[src/rtl/uamd_cfg.svh]
// constants of the multidrop, infrared, sleep and loopback uart block
`ifndef UAMD_CFG_SVH
`define UAMD_CFG_SVH
`define UAMD_TICKS_PER_BIT 16
`define UAMD_MID_TICK      4'h7
`define UAMD_LAST_TICK     4'hF
`define UAMD_IR10_WIDTH    4'h3
`define UAMD_IR11_WIDTH    4'h4
`define UAMD_IR_STRETCH    5'h10
`define UAMD_BUF_WIDTH     11
`define UAMD_TAG_PAR       8
`define UAMD_TAG_FRM       9
`define UAMD_TAG_BRK       10
`define UAMD_LCR_PEN       3
`define UAMD_LCR_EVEN      4
`define UAMD_LCR_STICK     5
`define UAMD_MCR_DTR       0
`define UAMD_MCR_RTS       1
`define UAMD_MCR_LOOP      4
`define UAMD_MCR_IR        6
`define UAMD_EXTRA_FEATURE_CTRL_REG_MD       0
`define UAMD_EXTRA_FEATURE_CTRL_REG_IR11     7
`define UAMD_EFR_SDET      5
`define UAMD_IER_LSI       2
`define UAMD_IER_SLEEP     4
`endif

[src/rtl/uamd_pkg.sv]
// types of the multidrop, infrared, sleep and loopback uart block
package uamd_pkg;
  typedef enum logic [2:0] {
    UAMD_IDLE  = 3'b000,
    UAMD_START = 3'b001,
    UAMD_DATA  = 3'b010,
    UAMD_PAR   = 3'b011,
    UAMD_STOP  = 3'b100
  } uamd_bit_st_t;
endpackage

[src/rtl/uamd_buf2.sv]
// two-entry receive buffer with registered outputs
`timescale 1ns/1ps
`default_nettype none
`include "uamd_cfg.svh"
module uamd_buf2 #(
  parameter int WIDTH = `UAMD_BUF_WIDTH
) (
  input  wire logic             ref_clk_i,
  input  wire logic             rst_n_i,
  input  wire logic [WIDTH-1:0] in_data_i,
  input  wire logic             in_valid_i,
  output logic                  in_ready_o,
  output logic [WIDTH-1:0]      out_data_o,
  output logic                  out_valid_o,
  input  wire logic             out_ready_i
);
  logic [WIDTH-1:0] second;
  logic [1:0]       cnt;
  logic [1:0]       next_cnt;
  logic             push;
  logic             pop;

  assign push = in_valid_i && in_ready_o;
  assign pop  = out_valid_o && out_ready_i;

  always_comb begin
    next_cnt = cnt;
    if (push && !pop) begin
      next_cnt = cnt + 2'h1;
    end else if (pop && !push) begin
      next_cnt = cnt - 2'h1;
    end
  end

  always_ff @(posedge ref_clk_i or negedge rst_n_i) begin
    if (!rst_n_i) begin
      cnt         <= 2'h0;
      out_valid_o <= 1'b0;
      in_ready_o  <= 1'b1;
    end else begin
      cnt         <= next_cnt;
      out_valid_o <= next_cnt != 2'h0;
      in_ready_o  <= next_cnt != 2'h2;
    end
  end

  // head always holds the oldest word, so the output needs no mux
  always_ff @(posedge ref_clk_i or negedge rst_n_i) begin
    if (!rst_n_i) begin
      out_data_o <= '0;
      second     <= '0;
    end else begin
      if (pop) begin
        out_data_o <= (cnt == 2'h2) ? second : in_data_i;
      end else if (push && cnt == 2'h0) begin
        out_data_o <= in_data_i;
      end
      if (push && ((cnt == 2'h1 && !pop) || cnt == 2'h2)) begin
        second <= in_data_i;
      end
    end
  end
endmodule // uamd_buf2
`default_nettype wire

[src/rtl/uamd_ir_codec.sv]
// infrared pulse encoder and decoder
`timescale 1ns/1ps
`default_nettype none
`include "uamd_cfg.svh"
module uamd_ir_codec (
  input  wire logic       ref_clk_i,
  input  wire logic       rst_n_i,
  input  wire logic       tick_i,
  input  wire logic       ir_en_i,
  input  wire logic       ir_v11_i,
  input  wire logic       tx_active_i,
  input  wire logic       tx_bit_i,
  input  wire logic [3:0] tx_phase_i,
  input  wire logic       rx_pin_i,
  output logic            enc_o,
  output logic            dec_o
);
  logic [3:0] width;
  logic [4:0] stretch;
  logic       rx_prev;

  assign width = ir_v11_i ? `UAMD_IR11_WIDTH : `UAMD_IR10_WIDTH;

  // a pulse only for a zero bit; idle and one bits leave the led dark
  always_ff @(posedge ref_clk_i or negedge rst_n_i) begin
    if (!rst_n_i) begin
      enc_o <= 1'b0;
    end else if (tick_i) begin
      enc_o <= ir_en_i && tx_active_i && !tx_bit_i && (tx_phase_i < width);
    end
  end

  // each rising pulse edge yields a one on the decoded stream for a bit time
  always_ff @(posedge ref_clk_i or negedge rst_n_i) begin
    if (!rst_n_i) begin
      rx_prev <= 1'b1;
      stretch <= 5'h00;
    end else begin
      rx_prev <= rx_pin_i;
      if (rx_pin_i && !rx_prev) begin
        stretch <= `UAMD_IR_STRETCH;
      end else if (tick_i && stretch != 5'h00) begin
        stretch <= stretch - 5'h01;
      end
    end
  end

  always_ff @(posedge ref_clk_i or negedge rst_n_i) begin
    if (!rst_n_i) begin
      dec_o <= 1'b0;
    end else begin
      dec_o <= ir_en_i && (stretch != 5'h00);
    end
  end
endmodule // uamd_ir_codec
`default_nettype wire

[src/rtl/uamd_uart.sv]
// uart core with multidrop, infrared, sleep and loopback modes
// Behaviour
// - multidrop on, special detect off: normal multidrop
// - multidrop uses forced parity zero: one means address
// - disabled receiver drops bytes with parity zero
// - address byte flags parity error, interrupt, always stored
// - both bits set: automatic address match mode
// - auto mode, disabled: drop data and mismatches
// - match enables receiver, stores byte, raises interrupt
// - enabled: mismatch address disables, match is stored
// - infrared 1.0: 3/16 bit pulse per zero
// - infrared 1.1: quarter bit pulse per zero
// - modem bit 6 infrared, feature bit 7 v1.1
// - infrared transmit output idles low
// - each sensed light pulse yields a zero
// - sleep needs idle int, enable, modem, rx high
// - asleep stops the oscillator output
// - wake on start edge, tx write, modem change
// - resleep after service; never with interrupt pending
// - modem status read clears change, allows sleep
// - sleep behaviour lasts until enable bit cleared
// - loopback routes tx shift into rx shift
// - loopback holds tx, rts, dtr; ignores modem inputs
// - three error tags ride with each byte
// - match compares only configured word length bits
`timescale 1ns/1ps
`default_nettype none
`include "uamd_cfg.svh"
module uamd_uart
  import uamd_pkg::*;
(
  input  wire logic       ref_clk_i,
  input  wire logic       rst_n_i,
  input  wire logic       baud_tick_i,
  input  wire logic [7:0] line_control_reg_i,
  input  wire logic [7:0] modem_control_reg_i,
  input  wire logic [7:0] extra_feature_ctrl_reg_i,
  input  wire logic [7:0] enhanced_function_reg_i,
  input  wire logic [7:0] interrupt_enable_reg_i,
  input  wire logic [7:0] match_char_two_i,
  input  wire logic       rx_enable_set_i,
  input  wire logic       rx_enable_clr_i,
  input  wire logic       line_status_read_i,
  input  wire logic       modem_status_read_i,
  input  wire logic       other_int_pending_i,
  input  wire logic [7:0] tx_data_i,
  input  wire logic       tx_valid_i,
  output logic            tx_ready_o,
  output logic [7:0]      rx_data_o,
  output logic [2:0]      rx_tags_o,
  output logic            rx_valid_o,
  input  wire logic       rx_ready_i,
  input  wire logic       rx_i,
  input  wire logic [3:0] modem_n_i,
  output logic            tx_o,
  output logic            rts_n_o,
  output logic            dtr_n_o,
  output logic [3:0]      modem_state_o,
  output logic [3:0]      modem_delta_o,
  output logic            line_status_int_o,
  output logic            rx_enabled_o,
  output logic            asleep_o,
  output logic            oscillator_output_pin_run_o
);
  function automatic logic [7:0] wl_mask(input logic [1:0] wl);
    wl_mask = 8'hFF >> (2'h3 - wl);
  endfunction

  function automatic logic par_bit(input logic [7:0] d, input logic [7:0] line_control_reg);
    logic p;
    p = ^(d & wl_mask(line_control_reg[1:0]));
    if (line_control_reg[`UAMD_LCR_STICK]) begin
      par_bit = !line_control_reg[`UAMD_LCR_EVEN];
    end else begin
      par_bit = line_control_reg[`UAMD_LCR_EVEN] ? p : !p;
    end
  endfunction

  logic md_en, md_norm, md_auto, ir_en, ir_v11, loop_en, sleep_en, par_en;
  logic [4:0] s1, s2, s3, filt;
  logic rx_line, ir_enc, ir_dec;
  uamd_bit_st_t tx_st, rx_st;
  logic [3:0] tx_cnt, rx_cnt;
  logic [2:0] tx_idx, rx_idx;
  logic [7:0] tx_sh, rx_sh;
  logic tx_ser, rx_par, rx_done, rx_frm;
  logic is_addr, match, do_push, do_en, do_dis, tag_par;
  logic [10:0] pend;
  logic pend_valid, pend_load, buf_ready;
  logic lsr_flag, pending, next_asleep;
  logic [2:0] wl_last;

  assign md_en    = extra_feature_ctrl_reg_i[`UAMD_EXTRA_FEATURE_CTRL_REG_MD];
  assign md_norm  = md_en && !enhanced_function_reg_i[`UAMD_EFR_SDET];
  assign md_auto  = md_en && enhanced_function_reg_i[`UAMD_EFR_SDET];
  assign ir_en    = modem_control_reg_i[`UAMD_MCR_IR];
  assign ir_v11   = ir_en && extra_feature_ctrl_reg_i[`UAMD_EXTRA_FEATURE_CTRL_REG_IR11];
  assign loop_en  = modem_control_reg_i[`UAMD_MCR_LOOP];
  assign sleep_en = interrupt_enable_reg_i[`UAMD_IER_SLEEP];
  assign par_en   = line_control_reg_i[`UAMD_LCR_PEN];
  assign wl_last  = {1'b1, line_control_reg_i[1:0]};

  // pin inputs: three stages, a change counts once stages two and three agree
  always_ff @(posedge ref_clk_i or negedge rst_n_i) begin
    if (!rst_n_i) begin
      s1   <= 5'h1F;
      s2   <= 5'h1F;
      s3   <= 5'h1F;
      filt <= 5'h1F;
    end else begin
      s1   <= {rx_i, modem_n_i};
      s2   <= s1;
      s3   <= s2;
      filt <= (s2 & s3) | (filt & (s2 ^ s3));
    end
  end

  // the receive shifter sees the transmit shifter, not the pin, in loopback
  assign rx_line = loop_en ? tx_ser : (ir_en ? !ir_dec : filt[4]);

  uamd_ir_codec u_ir (
    .ref_clk_i   (ref_clk_i),
    .rst_n_i     (rst_n_i),
    .tick_i      (baud_tick_i),
    .ir_en_i     (ir_en),
    .ir_v11_i    (ir_v11),
    .tx_active_i (tx_st != UAMD_IDLE),
    .tx_bit_i    (tx_ser),
    .tx_phase_i  (tx_cnt),
    .rx_pin_i    (filt[4]),
    .enc_o       (ir_enc),
    .dec_o       (ir_dec)
  );

  // transmitter
  always_ff @(posedge ref_clk_i or negedge rst_n_i) begin
    if (!rst_n_i) begin
      tx_st      <= UAMD_IDLE;
      tx_cnt     <= 4'h0;
      tx_idx     <= 3'h0;
      tx_sh      <= 8'h00;
      tx_ser     <= 1'b1;
      tx_ready_o <= 1'b1;
    end else if (tx_st == UAMD_IDLE) begin
      if (tx_valid_i && tx_ready_o) begin
        tx_sh      <= tx_data_i;
        tx_st      <= UAMD_START;
        tx_cnt     <= 4'h0;
        tx_ser     <= 1'b0;
        tx_ready_o <= 1'b0;
      end
    end else if (baud_tick_i) begin
      tx_cnt <= tx_cnt + 4'h1;
      if (tx_cnt == `UAMD_LAST_TICK) begin
        case (tx_st)
          UAMD_START: begin
            tx_st  <= UAMD_DATA;
            tx_idx <= 3'h0;
            tx_ser <= tx_sh[0];
          end
          UAMD_DATA: begin
            if (tx_idx == wl_last) begin
              tx_st  <= par_en ? UAMD_PAR : UAMD_STOP;
              tx_ser <= par_en ? par_bit(tx_sh, line_control_reg_i) : 1'b1;
            end else begin
              tx_idx <= tx_idx + 3'h1;
              tx_ser <= tx_sh[tx_idx+3'h1];
            end
          end
          UAMD_PAR: begin
            tx_st  <= UAMD_STOP;
            tx_ser <= 1'b1;
          end
          default: begin
            tx_st      <= UAMD_IDLE;
            tx_ready_o <= 1'b1;
          end
        endcase
      end
    end
  end

  // receiver; sampling lands mid-bit, sixteen ticks apart
  always_ff @(posedge ref_clk_i or negedge rst_n_i) begin
    if (!rst_n_i) begin
      rx_st   <= UAMD_IDLE;
      rx_cnt  <= 4'h0;
      rx_idx  <= 3'h0;
      rx_sh   <= 8'h00;
      rx_par  <= 1'b0;
      rx_frm  <= 1'b0;
      rx_done <= 1'b0;
    end else begin
      rx_done <= 1'b0;
      if (baud_tick_i) begin
        rx_cnt <= rx_cnt + 4'h1;
        case (rx_st)
          UAMD_IDLE: begin
            rx_cnt <= 4'h0;
            if (!rx_line) begin
              rx_st <= UAMD_START;
            end
          end
          UAMD_START: begin
            if (rx_cnt == `UAMD_MID_TICK) begin
              rx_cnt <= 4'h0;
              rx_idx <= 3'h0;
              rx_sh  <= 8'h00;
              rx_par <= 1'b0;
              rx_st  <= rx_line ? UAMD_IDLE : UAMD_DATA;
            end
          end
          UAMD_DATA: begin
            if (rx_cnt == `UAMD_LAST_TICK) begin
              rx_sh[rx_idx] <= rx_line;
              rx_idx        <= rx_idx + 3'h1;
              if (rx_idx == wl_last) begin
                rx_st <= (par_en || md_en) ? UAMD_PAR : UAMD_STOP;
              end
            end
          end
          UAMD_PAR: begin
            if (rx_cnt == `UAMD_LAST_TICK) begin
              rx_par <= rx_line;
              rx_st  <= UAMD_STOP;
            end
          end
          default: begin
            if (rx_cnt == `UAMD_LAST_TICK) begin
              rx_frm  <= !rx_line;
              rx_done <= 1'b1;
              rx_st   <= UAMD_IDLE;
            end
          end
        endcase
      end
    end
  end

  // address filter
  assign is_addr = md_en && rx_par;
  assign match   = ((rx_sh ^ match_char_two_i) & wl_mask(line_control_reg_i[1:0])) == 8'h00;
  always_comb begin
    do_push = 1'b0;
    do_en   = 1'b0;
    do_dis  = 1'b0;
    tag_par = par_en && (rx_par != par_bit(rx_sh, line_control_reg_i));
    if (md_norm) begin
      tag_par = rx_par;
      do_push = rx_par || rx_enabled_o;
    end else if (md_auto) begin
      tag_par = rx_par;
      if (is_addr && match) begin
        do_push = 1'b1;
        do_en   = 1'b1;
      end else if (is_addr) begin
        do_dis  = 1'b1;
      end else begin
        do_push = rx_enabled_o;
      end
    end else begin
      do_push = rx_enabled_o;
    end
  end

  // one word waits for the buffer; a word finishing while one waits on a full buffer is lost
  always_ff @(posedge ref_clk_i or negedge rst_n_i) begin
    if (!rst_n_i) begin
      pend       <= 11'h000;
      pend_valid <= 1'b0;
      pend_load  <= 1'b0;
    end else begin
      pend_load <= rx_done && do_push && (!pend_valid || buf_ready);
      if (rx_done && do_push && (!pend_valid || buf_ready)) begin
        pend       <= {rx_frm && rx_sh == 8'h00 && !rx_par, rx_frm, tag_par, rx_sh};
        pend_valid <= 1'b1;
      end else if (buf_ready) begin
        pend_valid <= 1'b0;
      end
    end
  end

  uamd_buf2 #(.WIDTH(`UAMD_BUF_WIDTH)) u_buf (
    .ref_clk_i   (ref_clk_i),
    .rst_n_i     (rst_n_i),
    .in_data_i   (pend),
    .in_valid_i  (pend_valid),
    .in_ready_o  (buf_ready),
    .out_data_o  ({rx_tags_o, rx_data_o}),
    .out_valid_o (rx_valid_o),
    .out_ready_i (rx_ready_i)
  );

  // receiver enable flag: hardware changes win over a software write
  always_ff @(posedge ref_clk_i or negedge rst_n_i) begin
    if (!rst_n_i) begin
      rx_enabled_o <= 1'b0;
    end else if (rx_done && md_auto && do_en) begin
      rx_enabled_o <= 1'b1;
    end else if (rx_done && md_auto && do_dis) begin
      rx_enabled_o <= 1'b0;
    end else if (rx_enable_set_i) begin
      rx_enabled_o <= 1'b1;
    end else if (rx_enable_clr_i) begin
      rx_enabled_o <= 1'b0;
    end
  end

  // line status interrupt: a new event in the clearing cycle survives
  always_ff @(posedge ref_clk_i or negedge rst_n_i) begin
    if (!rst_n_i) begin
      lsr_flag <= 1'b0;
    end else if (rx_done && do_push && (is_addr || tag_par || rx_frm)) begin
      lsr_flag <= 1'b1;
    end else if (line_status_read_i) begin
      lsr_flag <= 1'b0;
    end
  end
  assign line_status_int_o = lsr_flag;

  // modem inputs are frozen and ignored during loopback
  always_ff @(posedge ref_clk_i or negedge rst_n_i) begin
    if (!rst_n_i) begin
      modem_state_o <= 4'h0;
      modem_delta_o <= 4'h0;
    end else if (!loop_en) begin
      modem_state_o <= ~filt[3:0];
      if (~filt[3:0] != modem_state_o) begin
        modem_delta_o <= modem_delta_o | (~filt[3:0] ^ modem_state_o);
      end else if (modem_status_read_i) begin
        modem_delta_o <= 4'h0;
      end
    end else if (modem_status_read_i) begin
      modem_delta_o <= 4'h0;
    end
  end

  // line outputs; held at their last level through loopback
  always_ff @(posedge ref_clk_i or negedge rst_n_i) begin
    if (!rst_n_i) begin
      tx_o    <= 1'b1;
      rts_n_o <= 1'b1;
      dtr_n_o <= 1'b1;
    end else if (!loop_en) begin
      tx_o    <= ir_en ? ir_enc : tx_ser;
      rts_n_o <= !modem_control_reg_i[`UAMD_MCR_RTS];
      dtr_n_o <= !modem_control_reg_i[`UAMD_MCR_DTR];
    end
  end

  // sleep; busy shifters and a waiting write also keep the clock running
  assign pending = (lsr_flag && interrupt_enable_reg_i[`UAMD_IER_LSI]) || other_int_pending_i;
  assign next_asleep = sleep_en && !pending && modem_delta_o == 4'h0 && filt[4] && !tx_valid_i
                       && tx_st == UAMD_IDLE && rx_st == UAMD_IDLE && !pend_valid;
  always_ff @(posedge ref_clk_i or negedge rst_n_i) begin
    if (!rst_n_i) begin
      asleep_o                    <= 1'b0;
      oscillator_output_pin_run_o <= 1'b1;
    end else begin
      asleep_o                    <= next_asleep;
      oscillator_output_pin_run_o <= !next_asleep;
    end
  end

  logic [3:0] ir_hi;
  always_ff @(posedge ref_clk_i or negedge rst_n_i) begin
    if (!rst_n_i) begin
      ir_hi <= 4'h0;
    end else if (!ir_enc) begin
      ir_hi <= 4'h0;
    end else if (baud_tick_i) begin
      ir_hi <= ir_hi + 4'h1;
    end
  end
endmodule // uamd_uart
`default_nettype wire

[config.mk]
export PLATFORM = sky130hd
export DESIGN_NAME = uamd_uart
export DESIGN_NICKNAME = d
export VERILOG_FILES = /design/src/rtl/uamd_pkg.sv /design/src/rtl/uamd_buf2.sv /design/src/rtl/uamd_ir_codec.sv /design/src/rtl/uamd_uart.sv
export VERILOG_INCLUDE_DIRS = /design/src /design/src/rtl
export SDC_FILE = /design/constraint.sdc
export NUM_CORES = 1
export LEC_CHECK = 0
export CORE_MARGIN = 2
export CORE_UTILIZATION = 50
export DETAILED_ROUTE_END_ITERATION = 8
export DONT_BUFFER_PORTS = 1
export PLACE_DENSITY = 0.76
export SYNTH_ARGS = -nofsm -noshare
export SYNTH_HDL_FRONTEND = slang
export SYNTH_SLANG_ARGS = --single-unit
[constraint.sdc]
create_clock -name ref_clk_i -period 2.4 [get_ports ref_clk_i]
set_input_delay 0.48 -clock ref_clk_i [delete_from_list [all_inputs] [get_ports ref_clk_i]]
set_output_delay 0.48 -clock ref_clk_i [all_outputs]
set_load 0.005 [all_outputs]
After elaboration in Yosys (flattened, before gate mapping)

Index checks and enable logic that the tools add are counted.

Bits in registers: 122
Output and inout port bits: 28
Bits of input ports: 71

Mux-type cells: 90
Shifts and indexed selects: 1
$lt $le $gt $ge: 4
Bitwise gates (word level): 13
Reductions and logical operators: 96
Equal/unequal tests: 25
Add/sub/neg operators: 8

Operator list:

| kind                                               | count |
|---|---|
| two-way mux 3 bit                                  | 17 |
| two-way mux 1 bit                                  | 45 |
| logical AND 1 bit                                  | 37 |
| two-way mux 11 bit                                 | 3 |
| two-way mux 4 bit                                  | 7 |
| AND 8 bit                                          | 3 |
| AND reduction 4 bit                                | 5 |
| nonzero test 2 bit                                 | 10 |
| logical NOT 1 bit                                  | 17 |
| logical NOT 8 bit                                  | 2 |
| two-way mux 8 bit                                  | 2 |
| one-hot mux 8 bit (2 select lines)                 | 1 |
| parity 8 bit                                       | 2 |
| inequality test 2 bit, second input constant       | 7 |
| == test 3 x 2 -> 1 bit, second input constant      | 4 |
| one-hot mux 3 bit (2 select lines)                 | 2 |
| one-hot mux 3 bit (4 select lines)                 | 1 |
| AND 5 bit                                          | 2 |
| two-way mux 5 bit                                  | 2 |
| one-hot mux 3 bit (3 select lines)                 | 1 |
| adder 4 x 1 -> 4 bit, second input constant        | 2 |
| bitwise mux 8 bit                                  | 1 |
| == test 4 bit, second input constant               | 2 |
| < comparator 3 x 4 -> 1 bit, second input constant | 2 |
| 43 further kinds                                   | 60 |

Depth between registers and ports, before layout

Depth in word-level cells: 15
Mapped depth: 8
Mapped depth without buffers: 8

Cells and area by module

Synthesis repeated with hierarchy kept, for this count alone.

Cells, all modules: 595
Area total of the unflattened synthesis: 6195.9 um2

By module, submodules not included:

| module        | instances | area an instance (um2) | seq. area each (um2) | cells each |
|---|---|---|---|---|
| uamd_uart     | 1         | 4545.6                 | 2234.6               | 449 |
| uamd_buf2     | 1         | 1209.9                 | 651.9                | 103 |
| uamd_ir_codec | 1         | 440.4                  | 201.4                | 43 |

Worst setup path after synthesis

Ideal clock, no wire load.

Path type: register to register
From: register rx_sh[2]
To: register lsr_flag (netlist: line_status_int_o)
Data required time: 2.266 ns
Data arrival time: 2.030 ns
Path slack: 0.235 ns
Clock period less this slack: 2.165 ns
Cell stages (with the launch flop): 9
Path buffers: 0
Path through: dfrtp_1 -> inv_1 -> ha_1 -> xnor3_1 -> nor2_1 -> or4b_1 -> a22o_1 -> a21oi_1 -> o22ai_1

Cells in the longest elaborated chain, start to end: 13
Elaborated cells on any way between the ends: 22
Classes of those cells: eq/ne: 1; mux: 8; bitwise: 3; reduce/logical: 10

RTL lines:

| what                                                           | RTL line         | RTL |
|---|---|---|
| from (decl)                                                    | uamd_uart.sv:85  | `logic [7:0] tx_sh, rx_sh;` |
| from (signal, indexed assignment)                              | uamd_uart.sv:215 | `rx_sh[rx_idx] <= rx_line;` |
| AND 8 bit                                                      | uamd_uart.sv:71  | `p = ^(d & wl_mask(line_control_reg[1:0]));` |
| parity 8 bit                                                   | uamd_uart.sv:71  |  |
| logical NOT 1 bit                                              | uamd_uart.sv:75  | `` par_bit = line_control_reg[`UAMD_LCR_EVEN] ? p : !p; `` |
| two-way mux 1 bit                                              | uamd_uart.sv:75  |  |
| two-way mux 1 bit                                              | uamd_uart.sv:72  | `` if (line_control_reg[`UAMD_LCR_STICK]) begin `` |
| inequality test 1 bit                                          | uamd_uart.sv:247 | `tag_par = par_en && (rx_par != par_bit(rx_sh, line_control_reg_i));` |
| logical AND 1 bit                                              | uamd_uart.sv:247 |  |
| two-way mux 1 bit                                              | uamd_uart.sv:251 | `end else if (md_auto) begin` |
| two-way mux 1 bit                                              | uamd_uart.sv:248 | `if (md_norm) begin` |
| logical OR 1 bit (2 in series)                                 | uamd_uart.sv:313 | `end else if (rx_done && do_push && (is_addr \|\| tag_par \|\| rx_frm)) begin` |
| logical AND 1 bit *                                            | uamd_uart.sv:313 |  |
| two-way mux 1 bit / nonzero test 2 bit (equally long branches) | --               |  |
| to (signal assigned)                                           | uamd_uart.sv:312 | `lsr_flag <= 1'b0;` |
| to (signal assigned)                                           | uamd_uart.sv:314 | `lsr_flag <= 1'b1;` |
| to (signal assigned)                                           | uamd_uart.sv:316 | `lsr_flag <= 1'b0;` |
| to (decl)                                                      | uamd_uart.sv:90  | `logic lsr_flag, pending, next_asleep;` |

Mark *: on every way between the ends. The rest lies on a longest branch, timed or not.
A chain may end at the register's enable or synchronous reset.

Worst setup path after layout

Ends and elaborated chain as after synthesis.

==> flow_metrics.tcl <==
set metrics [dict create \
    max_freq_mhz 445.1 \
    gp_congestion 0.8904 \
    slew_viol_final 0 \
    tightestPinTransition_ns 0.6299 \
    critPathSlowestCell "or4b_1" \
    cts-resized-gates 0 \
    yosysTopAreaCell "dfrtp_1" \
    n_antenna_cell 0 \
    cts_buffers 17 \
    core_um2 11520 \
    worstHoldPathType "input port to async pin" \
    period_share_pct 93.62 \
    synth-simple-area-share_pct 16.35 \
    grt_max_degree 123 \
    worst_path_largest_cell_delay_ns 0.46 \
    ir_drop_uv 652.5 \
    first_pass_iters 7 \
    antenna_found_initial 0 \
    critical_path_class "flop to flop" \
    grt_pass1_vias 4319 \
    slew_headroom_pct 57.85 \
    crit-reg2reg-launch "rx_sh[2]$_DFFE_PN0P_" \
    h-tree-depth 4 \
    dp.cells 708 \
    crit_fanout 2 \
    fin_tns_setup_ns 0 \
    final-setup-viol-count 0 \
    synth_mux_area_share_pct 6.143 \
    drc 5 \
    post_drt_via_cell_ratio 5.761 \
    synth.ff_latch_count 122 \
    dieArea_um2 12830 \
    hpwl_um 8616 \
    syn_avg_cell_area_um2 10.34 \
    skew_ns 0.006779 \
    nFillCells 939 \
    yosys.area_share.xor_xnor_pct 4.780 \
    leakage_nw 3.096 \
    arrival_ns 2.53 \
    grt_overflow 0 \
    cts_tree "done" \
    min_period_ns 2.247 \
    postRouteAntennaNets 0 \
    violations "DRC, hold timing" \
    reg2reg_slack_ns 0.15 \
    dieWidth_um 113.3 \
    start_kind "flop" \
    wirelength_um 12200 \
    cts.clk_slew.worst_paths_ns 0.05 \
    layout.cells.non_filler 740 \
    synthAdderAreaFrac_pct 3.774 \
    synth_cell_types 56 \
    synth_top_cell_area_share_pct 39.41 \
    cts_num_sinks 122 \
    cp_cell_sequence "inv_1, ha_1, xnor3_1, nor2_1, or4b_1, a22o_1, a21oi_1, o22ai_1" \
    clock_path_buffers 2 \
    rsz0062_at_grt "no" \
    syn_inst 577 \
    vias 4263 \
    syn-num-nets 666 \
    start_util_pct 51.83 \
    post_drt_wl_per_cell_um 16.49 \
    die_height_um 113.3 \
    syn-cell-area_um2 5968 \
    r2r_cells 8 \
    status "complete, but fails checks" \
    synthArstFlopShare_pct 100.0 \
    r2r-end "line_status_int_o$_DFFE_PN0P_" \
    required_ns 2.68 \
    end_kind "flop" \
    grt_use_total_pct 20.45 \
    whs_ns -0.2340 \
    synth_top_family_by_area "simple AND/OR/NAND/NOR gates" \
    finalHoldViolCount 122 \
    io_pins 99 \
    area.growth.synth_to_final_pct 13.48 \
    crit_family "simple AND/OR/NAND/NOR gates" \
    path_buf_inv 1 \
    synth_compound_area_share_pct 13.88 \
    drive_above_1_share_pct 16.58 \
    port_buffers 0 \
    cts-root-buf "clkbuf_16" \
    nets 673 \
    cts_setup_buffers 0 \
    row_count 39 \
    synthFlopType "dfrtp_1" \
    drt_iter0_markers 301 \
    final_common_cell "dfrtp_1" \
    synth_edf_count 0 \
    grt_pass1_wl_um 20580 \
    yosys_warnings 0 \
    drv_cap 0 \
    ys_seq_area_share_pct 51.74 \
    synthTopCellsByArea "dfrtp_1 (39%), dfstp_2 (12%), nand2_1 (5.8%), o21ai_0 (4.8%), ha_1 (3.8%)" \
    p_per_area_nw_per_um2 957.6 \
    clk_latency_ns 0.41 \
    layout_common_cells "dfrtp_1 (94), nand2_1 (92), o21ai_0 (57)" \
]
-- power by group --
part	switching [W]	internal, W
sequential	0.000372	0.00238
clock	0.000892	0.00177
combinational	0.000594	0.000484
-- state kept, by name (all words and copies together) (netlist names), 4 cells and up --
name / count
tx_sh: 8
tx_cnt: 4
rx_sh: 8
s2: 5
u_ir.stretch: 5
filt: 5
s3: 5
s1: 5
u_buf.out_data_o: 11
modem_delta_o: 4
u_buf.second: 11
rx_cnt: 4
modem_state_o: 4
pend: 11
-- synthesized netlist by cell type (all sizes together) (2+ instances only) --
| cell | number |
|---|---|
| dfstp | 28 |
| a311oi | 2 |
| ha | 18 |
| o31ai | 2 |
| a22oi | 11 |
| a31oi | 3 |
| o22ai | 5 |
| or4bb | 2 |
| xnor2 | 18 |
| nand2 | 92 |
| inv | 25 |
| o211a | 2 |
| nor3b | 5 |
| mux2 | 22 |
| o21ai | 57 |
| nor4b | 3 |
| clkbuf | 17 |
| nor2b | 7 |
| mux4 | 2 |
| mux2i | 4 |
| and3 | 7 |
| xor2 | 12 |
| a22o | 6 |
| nor4 | 2 |
| nand4 | 7 |
| and2 | 6 |
| nand3b | 5 |
| o211ai | 2 |
| a21o | 8 |
| buf | 6 |
| dfrtp | 94 |
| nand3 | 11 |
| a211oi | 5 |
| nor3 | 11 |
| or3 | 3 |
| a21oi | 14 |
| nor2 | 28 |
| nand2b | 8 |
| o21a | 4 |
-- routing by layer --
layer	vias up	global-route usage, %	wire length [um]
met5	-	0	0
met4	0	7.805	193
met3	20	6.749	671
met2	110	33.85	6098
met1	2087	24.96	5240
li1	2046	-	-
-- final cells by class --
class | instances | area [um^2] | area share [%]
sequential | 122 | 3088 | 45.59
multi-input combinational | 407 | 2681 | 39.59
clock buffer | 23 | 531.8 | 7.851
tap | 143 | 178.9 | 2.642
clock inverter | 9 | 103.9 | 1.533
timing repair buffer | 11 | 95.09 | 1.404
inverter | 25 | 93.84 | 1.386
-- through the flow --
| step | utilization [%] | total power (W) | setup WS (ns) | area (um^2) |
|---|---|---|---|---|
| floorplan | - | 0.003548 | 0.2354 | 5968 |
| global placement | 53.29 | 0.003725 | 0.1805 | 6137 |
| detailed placement | 53.29 | 0.003830 | 0.1268 | 6137 |
| CTS | 58.81 | 0.006531 | 0.1278 | 6773 |
| global route | 58.81 | 0.006864 | 0.02376 | 6773 |
| finish | 58.81 | 0.006486 | 0.1531 | 6773 |
-- worst max path at each step --
stage / to / startpoint / cells after the start
2_1_floorplan: line_status_int_o$_DFFE_PN0P_ / rx_sh[2]$_DFFE_PN0P_ / 8
3_3_place_gp: line_status_int_o$_DFFE_PN0P_ / rx_sh[3]$_DFFE_PN0P_ / 8
3_5_place_dp: line_status_int_o$_DFFE_PN0P_ / rx_sh[2]$_DFFE_PN0P_ / 8
4_1_cts: line_status_int_o$_DFFE_PN0P_ / rx_sh[2]$_DFFE_PN0P_ / 8
5_1_grt: line_status_int_o$_DFFE_PN0P_ / rx_sh[2]$_DFFE_PN0P_ / 8
6_report: line_status_int_o$_DFFE_PN0P_ / rx_sh[2]$_DFFE_PN0P_ / 8
-- kinds of logic (layout without fill, tap and decap cells) --
| group | Yosys count | in the layout |
|---|---|---|
| simple gates | 202 | 202 |
| compound gates | 128 | 128 |
| flops | 122 | 122 |
| buf+inv | 48 | 68 |
| xor+xnor | 31 | 31 |
| mux | 28 | 28 |
| fa+ha+maj | 18 | 18 |
Power figures use the tool's default switching activity.
